## src/verilog/axis_regs_pkg.sv

```systemverilog
// Purpose: shared constants and carriers for the axis position/status register group
// Assumes: 4-bit register select code, 24-bit data path
// Notes: select codes double as register addresses on the plain register port
package axis_regs_pkg;

    localparam int DATA_W = 24;
    localparam int SEL_W = 4;

    // read and write select codes
    localparam logic [3:0] SEL_ENV_WRITE = 4'h7;
    localparam logic [3:0] SEL_ENV_READ = 4'h6;
    localparam logic [3:0] SEL_PRODUCT_READ = 4'h7;
    localparam logic [3:0] SEL_POSITION = 4'h8;
    localparam logic [3:0] SEL_EXT_STATUS = 4'h9;
    localparam logic [3:0] SEL_PORT = 4'hA;
    localparam logic [3:0] SEL_IRQ_STATUS = 4'hD;
    localparam logic [3:0] SEL_IRQ_MASK = 4'hE;

    // environment register field positions
    localparam int ENV_W = 16;
    localparam int ENV_COMPAT = 1;
    localparam int ENV_ORIGIN_CLEAR = 7;
    localparam int ENV_COUNT_INHIBIT = 8;
    localparam int ENV_REVERSE = 9;
    localparam int ENV_TERM_SELECT = 11;
    localparam int ENV_PORT_DIR_LSB = 12;
    localparam logic [15:0] ENV_RESET = 16'h0000;

    // product information layout, placed on bits 23..16 of the read word
    localparam int PROD_LSB = 16;
    localparam int PROD_CODE_LSB = 4;
    localparam int PROD_VERSION = 3;
    localparam int PROD_MODE = 0;
    localparam int PROD_CODE_W = 4;
    localparam int EXT_W = 16;
    localparam logic [3:0] PRODUCT_CODE = 4'h5; // arbitrary value
    localparam logic PRODUCT_VERSION = 1'b0; // arbitrary value

    // port register layout
    localparam int PORTS = 4;
    localparam int PORT_UPDOWN = 4;
    localparam int PORT_FASTHOLD = 5;
    localparam logic [3:0] PORT_RESET = 4'h0;

    localparam logic [23:0] POSITION_RESET = 24'h000000;
    localparam logic [23:0] POSITION_ALL_ONES = 24'hFFFFFF;
    localparam logic [23:0] POSITION_ONE = 24'h000001;

    // interrupt status bits
    localparam int IRQ_W = 2;
    localparam int IRQ_ORIGIN_CLEAR = 0;
    localparam int IRQ_WRAP = 1;
    localparam logic [1:0] IRQ_RESET = 2'h0;

    typedef struct packed {
        logic [3:0] sel;
        logic [23:0] wdata;
        logic write;
        logic read;
    } reg_req_s;

    typedef struct packed {
        logic step;
        logic minus;
        logic active;
        logic originReturn;
    } pulse_s;

endpackage

```

## src/verilog/axis_position_status_regs.sv

```systemverilog
// Purpose: per-axis position counter, extended status, product info and phase/port register
// Assumes: one clock, synchronous active-low reset, all inputs synchronous to clock
// Notes: register read data appears the cycle after the read strobe and only then
//
// Design decisions made here: the register addresses and the strobed register port.
`timescale 1ns/1ps

module axis_position_status_regs (
    input wire logic clock,
    input wire logic reset_n,
    input wire axis_regs_pkg::reg_req_s regRequest,
    output logic [23:0] regReadData,
    input wire axis_regs_pkg::pulse_s pulse,
    input wire logic originInput,
    input wire logic [15:0] extendedStatus,
    input wire logic [3:0] phaseOutputs,
    input wire logic [3:0] terminalIn,
    input wire logic updownTerminal,
    input wire logic fastholdTerminal,
    output logic [3:0] terminalOut,
    output logic [3:0] terminalOe,
    output logic [23:0] positionCount,
    output logic interrupt
);

    // shared select-code match for read and write decode
    function automatic logic selHit(input logic [3:0] sel, input logic [3:0] code);
        selHit = (sel == code);
    endfunction

    logic [23:0] position_reg;
    logic [23:0] position_next;
    logic [15:0] env_reg;
    logic [3:0] portLevel_reg;
    logic [1:0] irqStatus_reg;
    logic [1:0] irqMask_reg;
    logic [1:0] irqEvents;
    logic originPrev_reg;
    logic originHit;
    logic countEnable;
    logic countUp;
    logic wrapEvent;
    logic hostWrite;
    logic hostRead;
    logic [3:0] portDirIn;
    logic [23:0] readWord;
    logic originFell;
    logic [1:0] irqStatus_next;
    logic irqPending;

    // register decode strobes
    logic envWrite;
    logic positionWrite;
    logic portWrite;
    logic maskWrite;
    logic statusRead;

    // counter candidates and wrap flags
    logic [23:0] positionUp;
    logic [23:0] positionDown;
    logic upWrap;
    logic downWrap;

    // per-register read words
    logic [23:0] positionWord;
    logic [23:0] extStatusWord;
    logic [23:0] productWord;
    logic [23:0] envWord;
    logic [23:0] portWord;
    logic [23:0] irqStatusWord;
    logic [23:0] irqMaskWord;

    assign hostWrite = regRequest.write;
    assign hostRead = regRequest.read;
    assign portDirIn = env_reg[axis_regs_pkg::ENV_PORT_DIR_LSB +: axis_regs_pkg::PORTS];

    // one strobe per register so every consumer sees the same decode
    assign envWrite = hostWrite && selHit(regRequest.sel, axis_regs_pkg::SEL_ENV_WRITE);
    assign positionWrite = hostWrite && selHit(regRequest.sel, axis_regs_pkg::SEL_POSITION);
    assign portWrite = hostWrite && selHit(regRequest.sel, axis_regs_pkg::SEL_PORT);
    assign maskWrite = hostWrite && selHit(regRequest.sel, axis_regs_pkg::SEL_IRQ_MASK);
    assign statusRead = hostRead && selHit(regRequest.sel, axis_regs_pkg::SEL_IRQ_STATUS);

    // environment register: only the low 16 bits are kept, upper write bits are dropped
    always_ff @(posedge clock) begin
        if (!reset_n) begin
            env_reg <= axis_regs_pkg::ENV_RESET;
        end else if (envWrite) begin
            env_reg <= regRequest.wdata[axis_regs_pkg::ENV_W-1:0];
        end
    end

    // origin level history for falling-edge detection
    always_ff @(posedge clock) begin
        if (!reset_n) begin
            originPrev_reg <= 1'b1;
        end else begin
            originPrev_reg <= originInput;
        end
    end

    // falling edge of origin; history resets high, so an origin already low at reset release reads as an edge
    always_comb begin
        originFell = originPrev_reg && !originInput;
    end

    // idle: only a falling edge clears; while pulsing the low level clears
    always_comb begin
        originHit = 1'b0;
        if (pulse.originReturn && env_reg[axis_regs_pkg::ENV_ORIGIN_CLEAR]) begin
            if (pulse.active) begin
                originHit = !originInput;
            end else begin
                originHit = originFell;
            end
        end
    end

    assign countEnable = pulse.step && !env_reg[axis_regs_pkg::ENV_COUNT_INHIBIT];
    assign countUp = !pulse.minus ^ env_reg[axis_regs_pkg::ENV_REVERSE];

    // both candidates formed every cycle; modulo 2^24 gives the wrap for free
    always_comb begin
        positionUp = position_reg + axis_regs_pkg::POSITION_ONE;
        positionDown = position_reg - axis_regs_pkg::POSITION_ONE;
    end

    // wrap flags: the step that would carry or borrow out of bit 23
    always_comb begin
        upWrap = (position_reg == axis_regs_pkg::POSITION_ALL_ONES);
        downWrap = (position_reg == axis_regs_pkg::POSITION_RESET);
    end

    // next counter value; host load beats origin clear, which beats counting
    always_comb begin
        position_next = position_reg;
        wrapEvent = 1'b0;
        if (positionWrite) begin
            position_next = regRequest.wdata;
        end else if (originHit) begin
            position_next = axis_regs_pkg::POSITION_RESET;
        end else if (countEnable) begin
            // plain modulo arithmetic, no sign handling needed
            if (countUp) begin
                position_next = positionUp;
                wrapEvent = upWrap;
            end else begin
                position_next = positionDown;
                wrapEvent = downWrap;
            end
        end
    end

    // position counter storage
    always_ff @(posedge clock) begin
        if (!reset_n) begin
            position_reg <= axis_regs_pkg::POSITION_RESET;
        end else begin
            position_reg <= position_next;
        end
    end

    // port output latch; bits 4..23 of the write are discarded
    always_ff @(posedge clock) begin
        if (!reset_n) begin
            portLevel_reg <= axis_regs_pkg::PORT_RESET;
        end else if (portWrite) begin
            portLevel_reg <= regRequest.wdata[axis_regs_pkg::PORTS-1:0];
        end
    end

    // shared terminal drivers, one per phase/port pair; level and enable kept apart
    for (genvar i = 0; i < axis_regs_pkg::PORTS; i++) begin : gen_term
        // drive level: sequencer phase in phase mode, latched port level otherwise
        always_ff @(posedge clock) begin
            if (!reset_n) begin
                terminalOut[i] <= 1'b0;
            end else if (!env_reg[axis_regs_pkg::ENV_TERM_SELECT]) begin
                terminalOut[i] <= phaseOutputs[i];
            end else begin
                // latched level only reaches the pin while the port is an output
                terminalOut[i] <= portLevel_reg[i];
            end
        end

        // drive enable: phase outputs always drive; ports follow their direction bit
        always_ff @(posedge clock) begin
            if (!reset_n) begin
                terminalOe[i] <= 1'b1;
            end else if (!env_reg[axis_regs_pkg::ENV_TERM_SELECT]) begin
                terminalOe[i] <= 1'b1;
            end else begin
                terminalOe[i] <= !portDirIn[i];
            end
        end
    end

    // event sources for the interrupt status
    always_comb begin
        irqEvents = '0;
        irqEvents[axis_regs_pkg::IRQ_ORIGIN_CLEAR] = originHit;
        irqEvents[axis_regs_pkg::IRQ_WRAP] = wrapEvent;
    end

    // clear-on-read next value; an event in the read cycle stays set, set wins
    always_comb begin
        if (statusRead) begin
            irqStatus_next = irqEvents;
        end else begin
            irqStatus_next = irqStatus_reg | irqEvents;
        end
    end

    // sticky status storage
    always_ff @(posedge clock) begin
        if (!reset_n) begin
            irqStatus_reg <= axis_regs_pkg::IRQ_RESET;
        end else begin
            irqStatus_reg <= irqStatus_next;
        end
    end

    // interrupt mask
    always_ff @(posedge clock) begin
        if (!reset_n) begin
            irqMask_reg <= axis_regs_pkg::IRQ_RESET;
        end else if (maskWrite) begin
            irqMask_reg <= regRequest.wdata[axis_regs_pkg::IRQ_W-1:0];
        end
    end

    // unmasked pending events; the flop below keeps the output glitch free
    always_comb begin
        irqPending = |(irqStatus_reg & irqMask_reg);
    end

    // level interrupt; one cycle behind status because outputs come from flops
    always_ff @(posedge clock) begin
        if (!reset_n) begin
            interrupt <= 1'b0;
        end else begin
            interrupt <= irqPending;
        end
    end

    // counter word, full width
    always_comb begin
        positionWord = position_reg;
    end

    // extended status on the low bits, upper bits zero
    always_comb begin
        extStatusWord = '0;
        extStatusWord[axis_regs_pkg::EXT_W-1:0] = extendedStatus;
    end

    // product byte on the top byte; mode bit mirrors the compat setting
    always_comb begin
        productWord = '0;
        productWord[axis_regs_pkg::PROD_LSB + axis_regs_pkg::PROD_CODE_LSB
            +: axis_regs_pkg::PROD_CODE_W] = axis_regs_pkg::PRODUCT_CODE;
        productWord[axis_regs_pkg::PROD_LSB + axis_regs_pkg::PROD_VERSION] =
            axis_regs_pkg::PRODUCT_VERSION;
        productWord[axis_regs_pkg::PROD_LSB + axis_regs_pkg::PROD_MODE] =
            env_reg[axis_regs_pkg::ENV_COMPAT];
    end

    // environment readback, setting bits only
    always_comb begin
        envWord = '0;
        envWord[axis_regs_pkg::ENV_W-1:0] = env_reg;
    end

    // port word: live terminal levels, two monitor inputs, top bits forced low
    always_comb begin
        portWord = '0;
        portWord[axis_regs_pkg::PORTS-1:0] = terminalIn;
        portWord[axis_regs_pkg::PORT_UPDOWN] = updownTerminal;
        portWord[axis_regs_pkg::PORT_FASTHOLD] = fastholdTerminal;
    end

    // interrupt status and mask readback
    always_comb begin
        irqStatusWord = '0;
        irqStatusWord[axis_regs_pkg::IRQ_W-1:0] = irqStatus_reg;
        irqMaskWord = '0;
        irqMaskWord[axis_regs_pkg::IRQ_W-1:0] = irqMask_reg;
    end

    // read word selection; unmapped codes return zero
    always_comb begin
        readWord = '0;
        if (selHit(regRequest.sel, axis_regs_pkg::SEL_POSITION)) begin
            readWord = positionWord;
        end else if (selHit(regRequest.sel, axis_regs_pkg::SEL_EXT_STATUS)) begin
            readWord = extStatusWord;
        end else if (selHit(regRequest.sel, axis_regs_pkg::SEL_PRODUCT_READ)) begin
            readWord = productWord;
        end else if (selHit(regRequest.sel, axis_regs_pkg::SEL_ENV_READ)) begin
            readWord = envWord;
        end else if (selHit(regRequest.sel, axis_regs_pkg::SEL_PORT)) begin
            readWord = portWord;
        end else if (selHit(regRequest.sel, axis_regs_pkg::SEL_IRQ_STATUS)) begin
            readWord = irqStatusWord;
        end else if (selHit(regRequest.sel, axis_regs_pkg::SEL_IRQ_MASK)) begin
            readWord = irqMaskWord;
        end
    end

    // read data valid only in the cycle after the strobe, zero otherwise
    always_ff @(posedge clock) begin
        if (!reset_n) begin
            regReadData <= '0;
        end else if (hostRead) begin
            regReadData <= readWord;
        end else begin
            regReadData <= '0;
        end
    end

    // counter mirror for the pulse logic
    always_ff @(posedge clock) begin
        if (!reset_n) begin
            positionCount <= axis_regs_pkg::POSITION_RESET;
        end else begin
            positionCount <= position_next;
        end
    end

endmodule

```

## config.mk

```make
export PLATFORM = sky130hd
export DESIGN_NAME = axis_position_status_regs
export DESIGN_NICKNAME = d
export VERILOG_FILES = /design/src/verilog/axis_regs_pkg.sv /design/src/verilog/axis_position_status_regs.sv
export SDC_FILE = /design/constraint.sdc
export NUM_CORES = 1
export LEC_CHECK = 0
export BUFFER_PORTS_ARGS = -buffer_cell sky130_fd_sc_hd__buf_2
export CAP_MARGIN = 10
export CORE_ASPECT_RATIO = 1.4
export CORE_UTILIZATION = 53
export CTS_CLUSTER_DIAMETER = 100
export DETAILED_ROUTE_END_ITERATION = 16
export PLACE_DENSITY_LB_ADDON = 0.3
export SLEW_MARGIN = 15
export SYNTH_ARGS = -nofsm -noshare
export SYNTH_HDL_FRONTEND = slang
export SYNTH_SLANG_ARGS = --single-unit
```

## constraint.sdc

```tcl
create_clock -name clock -period 3.28 [get_ports clock]
set_input_delay 0.492 -clock clock [delete_from_list [all_inputs] [get_ports clock]]
set_output_delay 0.492 -clock clock [all_outputs]
set_load 0.1 [all_outputs]
```

# Word level (Yosys, flattened, before mapping)

Index checks and enable logic that the tools add are counted.

Register bits after elaboration: 82
Input bits: 63
Output and inout bits: 57
Word-level logic and storage cells: 71

$add $sub $neg: 2
Equality and inequality tests: 8
Muxes and demuxes: 22
Bitwise logic cells: 3
Reduce and logical (&&, ||, !) cells: 20

Operator list:

| kind                                                | number |
|---|---|
| 2-to-1 mux 24 bit                                   | 5 |
| 2-to-1 mux 23 bit                                   | 2 |
| adder 24 x 1 -> 24 bit, second input constant       | 1 |
| equality test 24 bit, second input constant         | 1 |
| logical NOT 24 bit                                  | 1 |
| subtractor 24 x 1 -> 24 bit, second input constant  | 1 |
| equality test 4 bit, second input constant          | 5 |
| 2-to-1 mux 16 bit                                   | 1 |
| 2-to-1 mux 1 bit                                    | 10 |
| equality test 4 x 3 -> 1 bit, second input constant | 2 |
| logical AND 1 bit                                   | 8 |
| logical NOT 1 bit                                   | 7 |
| 2-to-1 mux 2 bit                                    | 3 |
| 2-to-1 mux 6 bit                                    | 1 |
| AND reduction 2 bit                                 | 2 |
| nonzero test 3 bit                                  | 1 |
| bitwise AND 2 bit                                   | 1 |
| OR 2 bit                                            | 1 |
| OR reduction 2 bit                                  | 1 |
| XOR 1 bit                                           | 1 |

# Longest topological paths before layout

Gate-level depths: netlist of run 1.

Word-level depth: 8
Mapped depth: 10
Gate-level depth less buffers: 9

# Least setup slack after synthesis of run 1

Ideal clock, no wire load.

Path kind: register to register
From: register positionCount[1] (netlist name)
To: register positionCount[10]
Setup time: 88 ps
Data arrival time: 2964 ps
Data required time: 3192 ps
Slack: 228 ps
Cell stages (with the launch flop): 10
Clock period less this slack: 3052 ps
Cells stage by stage: dfxtp_1 -> buf_2 -> xnor2_1 -> ha_1 -> nand3_1 -> or4_4 -> o22ai_2 -> or3b_1 -> nand2_1 -> nor4_2

RTL lines:

| element              | RTL line                         | RTL |
|---|---|---|
| end signal, assigned | axis_position_status_regs.sv:324 | `positionCount <= axis_regs_pkg::POSITION_RESET;` |
| end signal, assigned | axis_position_status_regs.sv:326 | `positionCount <= position_next;` |
| end, declared        | axis_position_status_regs.sv:22  | `output logic [23:0] positionCount,` |

# Final worst setup path of run 1

From: register env_reg[9]
To: register positionCount[12]

Longest elaborated chain between the ends: 5

RTL lines:

| element                | RTL line                         | RTL |
|---|---|---|
| start, declared        | axis_position_status_regs.sv:33  | `logic [15:0] env_reg;` |
| start signal, assigned | axis_position_status_regs.sv:87  | `env_reg <= axis_regs_pkg::ENV_RESET;` |
| start signal, assigned | axis_position_status_regs.sv:89  | `env_reg <= regRequest.wdata[axis_regs_pkg::ENV_W-1:0];` |
| XOR 1 bit              | axis_position_status_regs.sv:120 | `assign countUp = !pulse.minus ^ env_reg[axis_regs_pkg::ENV_REVERSE];` |
| 2-to-1 mux 24 bit      | axis_position_status_regs.sv:144 | `if (countUp) begin` |
| 2-to-1 mux 24 bit      | axis_position_status_regs.sv:142 | `end else if (countEnable) begin` |
| 2-to-1 mux 24 bit      | axis_position_status_regs.sv:140 | `end else if (originHit) begin` |
| 2-to-1 mux 24 bit      | axis_position_status_regs.sv:138 | `if (positionWrite) begin` |

Every way passes these cells. The select of a mux whose other input is x is not followed.
A chain may end at the register's enable or synchronous reset.

==> impl_metrics.json, run 1 <==
{
  "status": "finished, final reports clean",
  "dpl_worst_slack_ns": 0.472,
  "dp_hpwl_um": 10900,
  "final_cell_mix": "buf_2 (119), dfxtp_1 (82), nand2_1 (81)",
  "drc": 0,
  "grt_usage": 0.345,
  "tns_ns": 0,
  "placementRows": 39,
  "yosysWarnings": 0,
  "reg2reg_depth": 8,
  "finClkSkew_ns": 0.00646,
  "synthTopCellsByArea": "dfxtp_1 (37%), a21oi_1 (6.8%), nand2_1 (6.8%)",
  "relSlewSlack": 0.437,
  "core_um2": 8150,
  "htreeDepth": 3,
  "hold_buffers": 0,
  "grt_overflow_total": 0,
  "wl_per_cell_um": 19.5,
  "insertion_delay_ns": 0.34,
  "cp_cell_sequence": "xnor2_4 -> xnor2_1 -> ha_1 -> nand3_1 -> nor4_1 -> a21oi_1 -> or4_1 -> a31oi_1",
  "fin_crit_sh": 0.809,
  "grt_most_used_layer": "met2",
  "grt_max_degree": 46,
  "portBuffers": 119,
  "postSynthAreaPerCell_um2": 7.88,
  "endpoint": "positionCount[12]$_SDFFE_PN0P_",
  "crit_path_start": "env_reg[9]$_SDFFE_PN0P_",
  "setup_viol": 0,
  "cts_resized": 0,
  "synth_seq_cells": 82,
  "use_met2": 0.593,
  "gp_congestion": 0.932,
  "fin_nets": 723,
  "clockRootBuffer": "clkbuf_16",
  "antenna_found_initial": 0,
  "critPathRequiredTime_ns": 3.54,
  "tightest_slew_ns": 0.838,
  "period_minus_slack_ns": 2.65,
  "dr.pass1.iters": 5,
  "slowest_delay_ns": 0.55,
  "drt-total-wl_um": 14900,
  "final_common_cell": "buf_2",
  "avgViaCountPerCell": 6.29,
  "final.setup.worst_slack_ns": 0.626,
  "crit_slowest_cell": "nor4_1",
  "use_met1": 0.398,
  "numCtsBuffers": 9,
  "critPathKind": "flip-flop to flip-flop",
  "cp_max_fo": 4,
  "num_vias": 4815,
  "die_x_um": 79.5,
  "ff2ff_setup_slack_ns": 0.63,
  "grt_pass1_wl_um": 23300,
  "ff_latch_area_um2": 1640,
  "die-area_um2": 8790,
  "syn-cell-area_um2": 4460,
  "rsz0062_at_grt": "false",
  "yosysSeqAreaShare": 0.368,
  "multiInputGateArea_um2": 2580,
  "die_y_um": 111,
  "drive_gt1_frac": 0.253,
  "clkTransAtPathRegs_ns": 0.06,
  "synth_nets": 631,
  "grt_util_met3": 0.0471,
  "cts_setup_buffers": 0,
  "cts_tree": "built",
  "initial_core_util": 0.547,
  "netlist_instances": 566,
  "synth_edf_count": 0,
  "synth_top_area_frac": 0.368,
  "holdWs_ns": 0.361,
  "powerDensity_nw_per_um2": 576,
  "hold_path_class": "primary input to flip-flop",
  "dominantRegCellSynth": "dfxtp_1",
  "grt_pass1_vias": 4529,
  "dr.first_iter.drc_count": 503,
  "ios": 120,
  "total_power_w": 0.00310,
  "leakage_nw": 2.20,
  "min-delay-start": "originInput",
  "ant_nets": 0,
  "setup.worst_path.end_class": "flip-flop",
  "maxCapViolations": 0,
  "max-vdd-ir-drop_mv": 0.359,
  "timing.rr.start": "env_reg[9]$_SDFFE_PN0P_",
  "ys_async_sr_fraction": 0,
  "syn_to_final_growth_pct": 20.7,
  "yosysTopAreaCell": "dfxtp_1",
  "fmax_ghz": 0.377,
  "fillers": 713,
  "numClockSinks": 82,
  "startpoint_type": "flip-flop",
  "cts_buffer_depth": 2,
  "hold_viol": 0,
  "crit_arrival_ns": 2.91,
  "min_path_cells": 2,
  "n_antenna_cell": 0,
  "yosysUniqueCellTypes": 68,
  "drv_slew": 0,
  "worst_r2r_endpoint": "positionCount[12]$_SDFFE_PN0P_"
}
-- power by group --
part | switching (W) | internal, W
Combinational | 0.000601 | 0.000265
Clock | 0.000418 | 0.000670
Sequential | 0.000106 | 0.00104
Total | 0.00113 | 0.00197
-- logic make-up after synthesis --
family / count (synthesis) / synth area share
XOR/XNOR: 10 / 0.0239
flip-flops: 82 / 0.368
multiplexers: 12 / 0.0272
AO/OA/AOI/OAI: 153 / 0.221
adder cells (fa/ha/maj): 2 / 0.00561
AND/OR/NAND/NOR: 252 / 0.299
buffers and inverters: 55 / 0.0553
-- worst min-delay path by stage --
stage / to / slack (ns)
5_1_grt: originPrev_reg$_SDFF_PN1_ / 0.36
2_1_floorplan: terminalOe[0]$_SDFF_PN1_ / 0.40
4_1_cts: originPrev_reg$_SDFF_PN1_ / 0.35
6_report: originPrev_reg$_SDFF_PN1_ / 0.36
3_3_place_gp: terminalOe[2]$_SDFF_PN1_ / 0.40
3_5_place_dp: terminalOe[3]$_SDFF_PN1_ / 0.41
-- layout make-up --
| type | count | share of cell area |
|---|---|---|
| clock inverter | 6 | 0.0167 |
| multi-input combinational | 429 | 0.479 |
| tap | 102 | 0.0237 |
| clock buffer | 10 | 0.0426 |
| sequential | 82 | 0.305 |
| timing repair buffer | 134 | 0.132 |
| inverter | 2 | 0.00140 |
-- per-layer routing --
metal | up-vias | part of all wire
li1 | 2261 | -
met1 | 2286 | 0.38
met4 | 0 | 0.046
met5 | - | 0
met2 | 227 | 0.51
met3 | 41 | 0.064
-- cell usage after synthesis (3+ instances only) --
master	number
dfxtp_1	82
nand2_1	81
a21oi_1	61
nor2_1	44
clkbuf_1	34
nand3_1	26
a22oi_1	17
nor3_1	17
o21ai_0	16
nand4_1	14
a31oi_1	11
buf_2	11
mux2i_1	11
a222oi_1	10
and3_1	10
nor4_1	9
or3_1	7
xnor2_1	7
a21o_1	6
o211ai_1	6
a211oi_1	5
nand2b_1	5
a22o_1	4
and2_1	4
buf_1	4
or4_1	4
buf_6	3
nor2b_1	3
nor3b_1	3
nor4_2	3
or4_4	3
-- through the flow --
step	util	cell area [um2]	instances
6_report	0.660	5380	765
5_1_grt	0.660	5380	765
4_1_cts	0.660	5380	765
3_5_place_dp	0.621	5060	749
3_3_place_gp	0.621	5060	749
2_1_floorplan	-	4460	566
-- critical path: cells and delay by family, from the launching register on --
kind | cells | cell delay [ns]
fa+ha+maj | 1 | 0.29
xor+xnor | 2 | 0.32
simple gates | 3 | 1.16
flops | 1 | 0.45
compound gates | 2 | 0.35
Power figures use the tool's default switching activity.
==> run 2, diff against run 1 <==
clock period = 2.75 ns   (was 3.28 ns; I/O delays follow)
==> impl_metrics.json, run 2 (same netlist as run 1, synthesis figures left out) <==
{
  "final_common_cell": "buf_2",
  "relSlewSlack": 0.479,
  "dr.first_iter.drc_count": 432,
  "cp_cell_sequence": "xnor2_4 -> xnor2_1 -> ha_1 -> nand3_1 -> or4_4 -> o22ai_2 -> or3b_1 -> nand2_1 -> nor4_2",
  "cts_tree": "built",
  "hold_viol": 0,
  "portBuffers": 119,
  "period_minus_slack_ns": 2.56,
  "antenna_found_initial": 0,
  "grt_overflow_total": 0,
  "numCtsBuffers": 9,
  "max-vdd-ir-drop_mv": 0.511,
  "die_y_um": 111,
  "insertion_delay_ns": 0.35,
  "slowest_delay_ns": 0.60,
  "crit_slowest_cell": "or4_4",
  "gp_congestion": 0.973,
  "drive_gt1_frac": 0.266,
  "path_delay_family": "simple AND/OR/NAND/NOR gates",
  "setup_viol": 0,
  "ant_nets": 0,
  "die-area_um2": 8790,
  "cts_setup_buffers": 0,
  "powerDensity_nw_per_um2": 663,
  "startpoint_type": "flip-flop",
  "cp_max_fo": 4,
  "drc": 0,
  "tightest_slew_ns": 0.781,
  "setup.worst_path.end_class": "flip-flop",
  "clkTransAtPathRegs_ns": 0.07,
  "die_x_um": 79.5,
  "n_antenna_cell": 0,
  "grt_pass1_vias": 4665,
  "fin_nets": 734,
  "drv_slew": 0,
  "num_vias": 4865,
  "initial_core_util": 0.547,
  "htreeDepth": 3,
  "maxCapViolations": 0,
  "fmax_ghz": 0.390,
  "clockRootBuffer": "clkbuf_16",
  "final_cell_mix": "buf_2 (119), nand2_1 (81), dfxtp_1 (81)",
  "status": "finished, final reports clean",
  "dp_hpwl_um": 11200,
  "total_power_w": 0.00360,
  "grt_max_degree": 27,
  "tns_ns": 0,
  "placementRows": 39,
  "numClockSinks": 82,
  "cp_num_buf_inv": 0,
  "rsz0062_at_grt": "false",
  "core_um2": 8150,
  "dr.pass1.iters": 6,
  "cts_resized": 0,
  "leakage_nw": 2.25,
  "grt_pass1_wl_um": 24200,
  "drt-total-wl_um": 15400,
  "critPathRequiredTime_ns": 3.01,
  "finClkSkew_ns": 0.0105,
  "crit_arrival_ns": 2.83,
  "syn_to_final_growth_pct": 21.8,
  "hold_buffers": 0,
  "grt_usage": 0.358,
  "critPathKind": "flip-flop to flip-flop",
  "cts_buffer_depth": 2,
  "avgViaCountPerCell": 6.28,
  "wl_per_cell_um": 19.9,
  "ios": 120,
  "hold_path_class": "primary input to flip-flop",
  "fin_crit_sh": 0.932
}
[run 2: cell count changes in the layout (fill, tap and decap cells not counted), sizes merged]
| cell | previous run | this run |
|---|---|---|
| buf | 134 | 145 |
| inv | 3 | 2 |
| bufinv | 2 | 1 |
| clkinv | 2 | 3 |
[run 2: cell type report]
| cell class | count | area, um2 |
|---|---|---|
| tap | 102 | 128 |
| multi-input combinational | 429 | 2580 |
| sequential | 82 | 1640 |
| clock buffer | 10 | 229 |
| clock inverter | 5 | 56.3 |
| timing repair buffer | 145 | 791 |
| inverter | 2 | 7.51 |
| fill | 715 | 2720 |
[run 2: where the power goes]
part	switching (W)	internal, W	total, W
Sequential	0.000128	0.00124	0.00137
Clock	0.000484	0.000696	0.00118
Combinational	0.000724	0.000329	0.00105
[run 2: metal layers]
layer  global-route usage  wire [um]  share of wire  up-vias
met5                    0          0              0        -
met3               0.0628        946          0.061       38
li1                     -          -              -     2289
met1                0.410       6010           0.39     2317
met4                0.158        462          0.030        0
met2                0.631       8030           0.52      221
[run 2: final timing paths]
path                                                from                              to  slack (ns)  depth (start not counted)
worst min-delay path                         originInput       originPrev_reg$_SDFF_PN1_        0.28                          2
worst min register to register  env_reg[13]$_SDFFE_PN0P_        terminalOe[1]$_SDFF_PN1_        0.43                          1
worst max-delay path             env_reg[9]$_SDFFE_PN0P_  positionCount[10]$_SDFFE_PN0P_        0.19                          9
worst max register to register   env_reg[9]$_SDFFE_PN0P_  positionCount[10]$_SDFFE_PN0P_        0.19                          9
[run 2: metrics by stage]
step	std cells	worst slack, ns	util	area (um2)	hold slack (ns)
global route	775	0.0775	0.666	5430	0.300
finish	775	0.188	0.666	5430	0.276
detailed placement	760	0.141	0.631	5140	0.412
CTS	775	0.219	0.666	5430	0.279
floorplan	566	0.0602	-	4460	0.395
global placement	760	0.168	0.631	5140	0.410
